`src/pkg/ibpf_pkg.sv`:
```
// constants, types and the behaviour summary of the inertial burst packet framer
// What this block does
// - A 32-bit UART burst or auto packet opens with byte 0x80, ends with 0x0d and is 38 bytes long.
// - In 32-bit UART output the flag bytes are followed by temperature, x/y/z rate and x/y/z accel, each upper word then lower word, high byte first.
// - Content select 0xf007 with width select 0x7000 adds the lower words, giving the 32-bit layout.
// - The second byte holds new-sample flags for temperature, rate x/y/z, accel x/y/z and the range-exceeded flag in bit 0.
// - The third byte holds angle and velocity increment flags in bits 7..2, zero in bit 1 and the any-error flag in bit 0.
// - After the values come the pin word (levels high, directions low, pin 2 in bit 1), the sample counter and the checksum, high byte first.
// - A 16-bit SPI burst is 11 words with no header or delimiter, flags first and checksum last.
// - Content select 0xf007 with width select 0x0000 sends only the upper word of each value.
// - A 32-bit SPI burst is 18 words, each value as upper then lower word between flags and the tail words.
// - In UART auto mode a packet goes out on each output-rate tick that arrives while no packet is in progress and the selects are valid, without any host request.
package ibpf_pkg;

  // ****************************************
  // codes and selector values
  // ****************************************
  localparam logic [7:0] IBPF_HDR_CODE = 8'h80;
  localparam logic [7:0] IBPF_DELIM_CODE = 8'h0d;
  localparam logic [7:0] IBPF_BURST_CMD_CODE = 8'h00;
  localparam logic [15:0] IBPF_CONTENT_STD = 16'hf007;
  localparam logic [15:0] IBPF_WIDTH_WIDE = 16'h7000;
  localparam logic [15:0] IBPF_WIDTH_NARROW = 16'h0000;

  // ****************************************
  // snapshot word layout and packet lengths
  // ****************************************
  localparam int IBPF_NUM_WORDS = 18;
  localparam logic [4:0] IBPF_IDX_FLAG = 5'h00;
  localparam logic [4:0] IBPF_IDX_FIRST_VAL = 5'h01;
  localparam logic [4:0] IBPF_IDX_LAST_VAL = 5'h0e;
  localparam logic [4:0] IBPF_IDX_LAST = 5'h11;
  localparam logic [5:0] IBPF_UART_WIDE_UNITS = 6'h26;
  localparam logic [5:0] IBPF_UART_NARROW_UNITS = 6'h18;
  localparam logic [5:0] IBPF_SPI_WIDE_UNITS = 6'h12;
  localparam logic [5:0] IBPF_SPI_NARROW_UNITS = 6'h0b;
  localparam int IBPF_FLAG_UNUSED_BIT = 1;

  // ****************************************
  // types
  // ****************************************
  typedef enum logic [1:0] {IBPF_SPI_BURST, IBPF_UART_BURST, IBPF_UART_AUTO} ibpf_mode_t;
  typedef logic [4:0] ibpf_idx_t;
  typedef logic [IBPF_NUM_WORDS-1:0][15:0] ibpf_words_t;

  // one sample set; axis arrays run x, y, z
  typedef struct packed {
    logic nd_temp;
    logic [0:2] nd_rate;
    logic [0:2] nd_accel;
    logic range_exceeded_flag;
    logic [0:2] angle_increment_nd;
    logic [0:2] velocity_increment_nd;
    logic any_error_flag;
    logic [15:0] temp_upper_word;
    logic [15:0] temp_lower_word;
    logic [0:2][15:0] rate_upper_word;
    logic [0:2][15:0] rate_lower_word;
    logic [0:2][15:0] accel_upper_word;
    logic [0:2][15:0] accel_lower_word;
    logic pin1_level;
    logic pin2_level;
    logic pin1_direction;
    logic pin2_direction;
    logic [15:0] sample_count;
    logic [15:0] checksum;
  } ibpf_sample_t;

endpackage : ibpf_pkg

```
`src/rtl/ibpf_snap_mem.sv`:
```
// snapshot memory holding one packet's words, registered read port
`timescale 1ns/100ps
module ibpf_snap_mem (
  // clock and reset
  input wire logic clk_in,
  input wire logic rst_in,
  // parallel load of a whole snapshot
  input wire logic load_in,
  input wire ibpf_pkg::ibpf_words_t words_in,
  // read port
  input wire ibpf_pkg::ibpf_idx_t rd_idx_in,
  output logic [15:0] rd_data_out
);
  import ibpf_pkg::*;

  logic [15:0] mem_reg [IBPF_NUM_WORDS];

  // whole snapshot taken at once so a packet never mixes two samples
  always_ff @(posedge clk_in) begin
    if (load_in) begin
      for (int i = 0; i < IBPF_NUM_WORDS; i++) begin
        mem_reg[i] <= words_in[i];
      end
    end
  end

  // read data from a register, one cycle after the index
  always_ff @(posedge clk_in) begin
    if (rst_in) begin
      rd_data_out <= 16'h0000;
    end else begin
      rd_data_out <= mem_reg[rd_idx_in];
    end
  end

endmodule : ibpf_snap_mem

```
`src/rtl/ibpf_framer.sv`:
```
// burst packet framer: uart byte stream and spi word stream
`timescale 1ns/100ps
module ibpf_framer (
  // clock and reset
  input wire logic REF_CLK_IN,
  input wire logic RST_IN,
  // configuration
  input wire ibpf_pkg::ibpf_mode_t MODE_IN,
  input wire logic [15:0] CONTENT_SELECT_IN,
  input wire logic [15:0] WIDTH_SELECT_IN,
  // requests and sample data
  input wire logic BURST_WRITE_IN,
  input wire logic [7:0] BURST_CMD_IN,
  input wire logic SAMPLE_TICK_IN,
  input wire ibpf_pkg::ibpf_sample_t SAMPLE_IN,
  // output stream
  input wire logic READY_IN,
  output logic [15:0] DATA_OUT,
  output logic VALID_OUT,
  output logic LAST_OUT,
  // status
  output logic BUSY_OUT,
  output logic CFG_BAD_OUT
);
  import ibpf_pkg::*;

  typedef enum logic [2:0] {ST_IDLE, ST_HDR, ST_READ, ST_HI, ST_LO, ST_DELIM} ibpf_state_t;

  ibpf_state_t state_reg;
  ibpf_idx_t idx_reg;
  logic uart_reg;
  logic wide_reg;
  logic [15:0] rd_data;
  logic cfg_ok;
  logic trigger;
  logic start;
  logic slot_free;
  logic at_last;
  logic load_out;
  logic [15:0] data_next;
  logic last_next;

  // ****************************************
  // helpers
  // ****************************************
  // snapshot in full 32-bit order; the narrow packet skips the lower words
  function automatic ibpf_words_t pack_words(input ibpf_sample_t s);
    ibpf_words_t w;
    w[0] = {s.nd_temp, s.nd_rate, s.nd_accel, s.range_exceeded_flag,
            s.angle_increment_nd, s.velocity_increment_nd, 1'b0, s.any_error_flag};
    w[1] = s.temp_upper_word;
    w[2] = s.temp_lower_word;
    for (int a = 0; a < 3; a++) begin
      w[3 + 2*a] = s.rate_upper_word[a];
      w[4 + 2*a] = s.rate_lower_word[a];
      w[9 + 2*a] = s.accel_upper_word[a];
      w[10 + 2*a] = s.accel_lower_word[a];
    end
    w[15] = {6'h00, s.pin2_level, s.pin1_level, 6'h00, s.pin2_direction, s.pin1_direction};
    w[16] = s.sample_count;
    w[17] = s.checksum;
    return w;
  endfunction : pack_words

  // next word index; narrow mode steps over each lower word
  function automatic ibpf_idx_t next_idx(input ibpf_idx_t i, input logic wide);
    if (!wide && i >= IBPF_IDX_FIRST_VAL && i < IBPF_IDX_LAST_VAL) begin
      return ibpf_idx_t'(i + 5'h02);
    end
    return ibpf_idx_t'(i + 5'h01);
  endfunction : next_idx

  // ****************************************
  // request decode
  // ****************************************
  // only the two documented layouts are framed; anything else refuses requests
  assign cfg_ok = (CONTENT_SELECT_IN == IBPF_CONTENT_STD) &&
                  (WIDTH_SELECT_IN == IBPF_WIDTH_WIDE || WIDTH_SELECT_IN == IBPF_WIDTH_NARROW);
  assign trigger = (MODE_IN == IBPF_UART_AUTO) ? SAMPLE_TICK_IN :
                   (BURST_WRITE_IN && BURST_CMD_IN == IBPF_BURST_CMD_CODE);
  assign start = (state_reg == ST_IDLE) && trigger && cfg_ok;
  assign slot_free = !VALID_OUT || READY_IN;
  assign at_last = (idx_reg == IBPF_IDX_LAST);

  ibpf_snap_mem u_mem (
    .clk_in(REF_CLK_IN),
    .rst_in(RST_IN),
    .load_in(start),
    .words_in(pack_words(SAMPLE_IN)),
    .rd_idx_in(idx_reg),
    .rd_data_out(rd_data)
  );

  // ****************************************
  // sequencing
  // ****************************************
  // packet sequence; uart adds header and delimiter around the words
  always_ff @(posedge REF_CLK_IN) begin
    if (RST_IN) begin
      state_reg <= ST_IDLE;
    end else begin
      case (state_reg)
        ST_IDLE: if (start) state_reg <= (MODE_IN == IBPF_SPI_BURST) ? ST_READ : ST_HDR;
        ST_HDR: if (slot_free) state_reg <= ST_READ;
        ST_READ: state_reg <= ST_HI;
        ST_HI: begin
          if (slot_free) begin
            if (uart_reg) state_reg <= ST_LO;
            else state_reg <= at_last ? ST_IDLE : ST_READ;
          end
        end
        ST_LO: if (slot_free) state_reg <= at_last ? ST_DELIM : ST_READ;
        ST_DELIM: if (slot_free) state_reg <= ST_IDLE;
        default: state_reg <= ST_IDLE;
      endcase
    end
  end

  // mode and width latched per packet so mid-packet changes cannot tear it
  always_ff @(posedge REF_CLK_IN) begin
    if (RST_IN) begin
      uart_reg <= 1'b0;
      wide_reg <= 1'b0;
    end else if (start) begin
      uart_reg <= (MODE_IN != IBPF_SPI_BURST);
      wide_reg <= (WIDTH_SELECT_IN == IBPF_WIDTH_WIDE);
    end
  end

  // word index walk
  always_ff @(posedge REF_CLK_IN) begin
    if (RST_IN) begin
      idx_reg <= IBPF_IDX_FLAG;
    end else if (start) begin
      idx_reg <= IBPF_IDX_FLAG;
    end else if (slot_free && !at_last &&
                 ((state_reg == ST_HI && !uart_reg) || state_reg == ST_LO)) begin
      idx_reg <= next_idx(idx_reg, wide_reg);
    end
  end

  // ****************************************
  // output stage
  // ****************************************
  // next unit on the stream; bytes sit in the low half
  always_comb begin
    load_out = slot_free;
    data_next = 16'h0000;
    last_next = 1'b0;
    case (state_reg)
      ST_HDR: data_next = {8'h00, IBPF_HDR_CODE};
      ST_HI: begin
        data_next = uart_reg ? {8'h00, rd_data[15:8]} : rd_data;
        last_next = !uart_reg && at_last;
      end
      ST_LO: data_next = {8'h00, rd_data[7:0]};
      ST_DELIM: begin
        data_next = {8'h00, IBPF_DELIM_CODE};
        last_next = 1'b1;
      end
      default: load_out = 1'b0;
    endcase
  end

  // output holds steady until taken
  always_ff @(posedge REF_CLK_IN) begin
    if (RST_IN) begin
      DATA_OUT <= 16'h0000;
      VALID_OUT <= 1'b0;
      LAST_OUT <= 1'b0;
    end else if (load_out) begin
      DATA_OUT <= data_next;
      VALID_OUT <= 1'b1;
      LAST_OUT <= last_next;
    end else if (READY_IN) begin
      VALID_OUT <= 1'b0;
      LAST_OUT <= 1'b0;
    end
  end

  // busy from accepted request until the last unit is queued
  always_ff @(posedge REF_CLK_IN) begin
    if (RST_IN) begin
      BUSY_OUT <= 1'b0;
    end else if (start) begin
      BUSY_OUT <= 1'b1;
    end else if (load_out && last_next) begin
      BUSY_OUT <= 1'b0;
    end
  end

  // configuration health
  always_ff @(posedge REF_CLK_IN) begin
    if (RST_IN) begin
      CFG_BAD_OUT <= 1'b0;
    end else begin
      CFG_BAD_OUT <= !cfg_ok;
    end
  end

  // ****************************************
  // checks
  // ****************************************
  logic [5:0] unit_cnt;
  logic take;
  assign take = VALID_OUT && READY_IN;

  // units handed over in the current packet
  always_ff @(posedge REF_CLK_IN) begin
    if (RST_IN) begin
      unit_cnt <= 6'h00;
    end else if (take) begin
      unit_cnt <= LAST_OUT ? 6'h00 : unit_cnt + 6'h01;
    end
  end
endmodule : ibpf_framer

```
`config.mk`:
```
export PLATFORM = sky130hd
export DESIGN_NAME = ibpf_framer
export DESIGN_NICKNAME = d
export VERILOG_FILES = /design/src/pkg/ibpf_pkg.sv /design/src/rtl/ibpf_snap_mem.sv /design/src/rtl/ibpf_framer.sv
export SDC_FILE = /design/constraint.sdc
export NUM_CORES = 1
export LEC_CHECK = 0
export ABC_AREA = 1
export BUFFER_PORTS_ARGS = -buffer_cell sky130_fd_sc_hd__buf_2
export CORE_UTILIZATION = 40
export CTS_CLUSTER_SIZE = 30
export DETAILED_ROUTE_END_ITERATION = 7
export SLEW_MARGIN = 20
export SYNTH_ARGS = -nofsm -noshare
export SYNTH_HDL_FRONTEND = slang
export SYNTH_HIERARCHICAL = 1
export SYNTH_SLANG_ARGS = --single-unit
```
`constraint.sdc`:
```
create_clock -name REF_CLK_IN -period 19.8 [get_ports REF_CLK_IN]
set_input_delay 0 -clock REF_CLK_IN [delete_from_list [all_inputs] [get_ports REF_CLK_IN]]
set_output_delay 0 -clock REF_CLK_IN [all_outputs]
set_load 0.005 [all_outputs]
```
==> metrics.md <==
| Metric | Value |
|---|---|
| First-pass GRT wire length | `67.6 mm` |
| Worst R2R End | `u_mem/mem_reg[1][15]` |
| Most common cell on crit path | `dlygate4sd3_1` |
| Sw Ratio | `0.318` |
| CP top delay family | `buffers and inverters` |
| Top-area cell type share of the netlist area | `0.613` |
| Metal-1 WL | `18.0 mm` |
| Core area | `0.0346 mm²` |
| Mapped Cells | `1,391` |
| Post-CTS Setup Repair Bufs | `0` |
| Gr usage total | `0.249` |
| Worst path buffer plus inverter count | `7` |
| GPL Wtd Cong | `0.878` |
| Critical Path End Type | `register` |
| Die height | `190 µm` |
| DRC | `0` |
| Most frequent cell after synthesis | `nand2_1` |
| Met2 Wirelength | `22.0 mm` |
| Sequential fraction of the synthesis area | `0.678` |
| Worst-path maximum fanout | `142` |
| EDFF count, synth | `288` |
| Initial core utilization | `0.407` |
| Synth area leaders | `edfxtp_1 (61%), nand2_1 (13%), nand3_1 (6.6%)` |
| Seq cells post-synth | `334` |
| Top Metal Used | `met4` |
| WHS Path Cells | `7` |
| Total Routed Length | `45.2 mm` |
| Die ar. | `0.0360 mm²` |
| Top FF cell, synth | `edfxtp_1` |
| Max Clk Rate | `0.207 GHz` |
| Tmin final | `4.84 ns` |
| Hpwl dp | `26.5 mm` |
| Worst-path clk slew | `0.06 ns` |
| Nets@finish | `2,341` |
| Slowest stage cell on the critical path | `buf_4` |
| Synth top cells by count | `nand2_1 (486), edfxtp_1 (288), nand3_1 (186)` |
| Cell taking the most area after synthesis | `edfxtp_1` |
| Max-Slew Margin vs Limit | `0.302` |
| DRT iter0 DRCs | `1,056` |
| Drt first pass iters | `5` |
| Yosys warns | `6` |
| Row count | `68` |
| Syn Area/Cell | `10.1 µm²` |
| Overflow after GRT | `0` |
| Met3 wire length | `2.83 mm` |
| VDD IR max | `0.0000713 V` |
| CP cell instances | `dlygate4sd3_1 > buf_2 > nor2_1 > dlygate4sd3_1 > nand3_1 > dlygate4sd3_1 > nor2_1 > nand2_1 > inv_8 > buf_4 > buf_4` |
| Reg2Reg Depth | `7` |
| Hold Path End | `wide_reg` |
| Sequential power share | `0.414` |
| Largest net degree at the start of global routing | `143` |
| Hold path startpoint | `WIDTH_SELECT_IN[13]` |
| RSZ-0062 raised after global routing | `false` |
| DRT antenna net count | `0` |
| Clock share of power | `0.339` |
| Endpoints failing hold | `0` |
| Fraction of layout cells with a size suffix above 1 | `0.203` |
| Outcome | `completed` |
| NetSw | `644 µW` |
| Clk_lat worst skew | `0.54 ns` |
| Distinct cells, synth | `32` |
| Htree depth | `2` |
| Worst R2R Start | `state_reg[1]` |
| Syn-to-layout area delta | `43.4%` |
| Max incr delay on CP | `0.90 ns` |
| Via density | `4.86` |
| Port Buf Inserts | `341` |
| DR vias | `12,100` |
| WHS | `0.0406 ns` |
| IO Count | `342` |
| Chip width | `190 µm` |
| Power per cell area | `99.9 mW/mm²` |
| Synth Cell Area | `0.0141 mm²` |
| Root Driver | `clkbuf_16` |
| CP startpoint kind | `input pin` |
| Critical path class | `input pin to register` |
| Max cap viols | `0` |
| Vias in the first global route | `12,300` |
| Number of antenna violations at the first check in global routing | `1` |
| Fraction of registers with async set or reset after synthesis | `0` |
| CTS max path bufs | `3` |
| # clock sinks | `334` |
| Setup TNS | `0 ns` |
| TritonCTS Buffers | `37` |
| Pleak | `0.00895 µW` |
| CP Data Required Time | `19.96 ns` |
| P_int | `1380 µW` |
| Setup Skew | `0.0216 ns` |
| Max FFs per register | `288` |
| Final period util | `0.244` |
| Slew @ Worst Pin | `1.05 ns` |
| Worst min path class | `input pin to register` |
| WL per Instance | `18.1 µm` |
| Worst EP arrival | `5.00 ns` |
| Combinational power share | `0.247` |
| R2R Setup Slk | `15.76 ns` |
| Setup-failing EPs final | `0` |
| CTS tree | `yes` |
| Max-slew violation count | `0` |
==> layer usage <==
metal,global-route usage,vias to the layer above
li1,-,5782
met1,0.304,5652
met2,0.421,565
met3,0.0380,142
met4,0.141,0
met5,0,-
==> timing repair <==
action / 4_1_cts / 5_1_grt
hold buffers: 286 / 0
endpoints found under the hold margin: 289 / 0
resized for setup: 0 / 0
==> kinds of logic after synthesis <==
logic type,after synthesis,share of synthesized area
fa+ha+maj,4,0.00355
xor+xnor,2,0.00124
compound gates,85,0.0318
other cells,1,0.000266
simple gates,725,0.213
buf+inv,240,0.0717
flops,334,0.678
==> worst reg2reg max path, delay by kind of cell (launching register included) <==
family	cells	cell delay, ns
buf+inv	3	2.58
simple gates	3	0.53
flops	1	0.37
compound gates	1	0.13
==> layout make-up <==
type,count,area (µm²)
fill,2853,14400
sequential,334,9570
timing repair buffer,635,4630
multi-input combinational,829,3570
clock buffer,50,1040
inverter,178,678
tap,455,569
clock inverter,13,164
antenna,2,5.00
==> worst max-delay path by stage <==
stage	from	to	depth (start not counted)	slack (ns)
2_1_floorplan	state_reg[1]	u_mem/mem_reg[0][0]	5	12.78
3_3_place_gp	state_reg[1]	u_mem/mem_reg[0][9]	7	15.90
3_5_place_dp	state_reg[1]	u_mem/mem_reg[1][2]	7	15.76
4_1_cts	WIDTH_SELECT_IN[11]	u_mem/mem_reg[1][2]	11	14.96
5_1_grt	WIDTH_SELECT_IN[11]	u_mem/mem_reg[0][4]	11	14.66
6_report	WIDTH_SELECT_IN[11]	u_mem/mem_reg[1][15]	11	14.96
==> metrics by stage <==
stage / utilization / cells / setup WS [ns] / power [µW] / cell area [µm²]
3_5_place_dp: 0.467 / 2145 / 15.76 / 1300 / 16200
6_report: 0.584 / 2496 / 14.96 / 2020 / 20200
4_1_cts: 0.584 / 2494 / 14.96 / 2030 / 20200
5_1_grt: 0.584 / 2495 / 14.66 / 2120 / 20200
2_1_floorplan: - / 1403 / 12.78 / 1150 / 14100
3_3_place_gp: 0.467 / 2145 / 15.90 / 1300 / 16200
==> power groups by stage <==
stage	Clock [µW]	Combinational [µW]	Sequential [µW]
finish	686	500	836
global route	723	559	842
CTS	698	493	837
detailed placement	0	448	852
global placement	0	444	851
floorplan	0	330	818
==> cell usage in the layout (no fill, tap or decap), types with 39 or more instances in the layout <==
cell	Yosys	routed
a21oi_1	63	63
buf_2	29	341
clkbuf_16	0	39
dfxtp_1	46	44
dlygate4sd3_1	0	286
edfxtp_1	288	288
inv_1	176	174
nand2_1	486	486
nand3_1	186	186
nor2_1	40	40
Note: power is estimated with default switching activity, not from simulation.
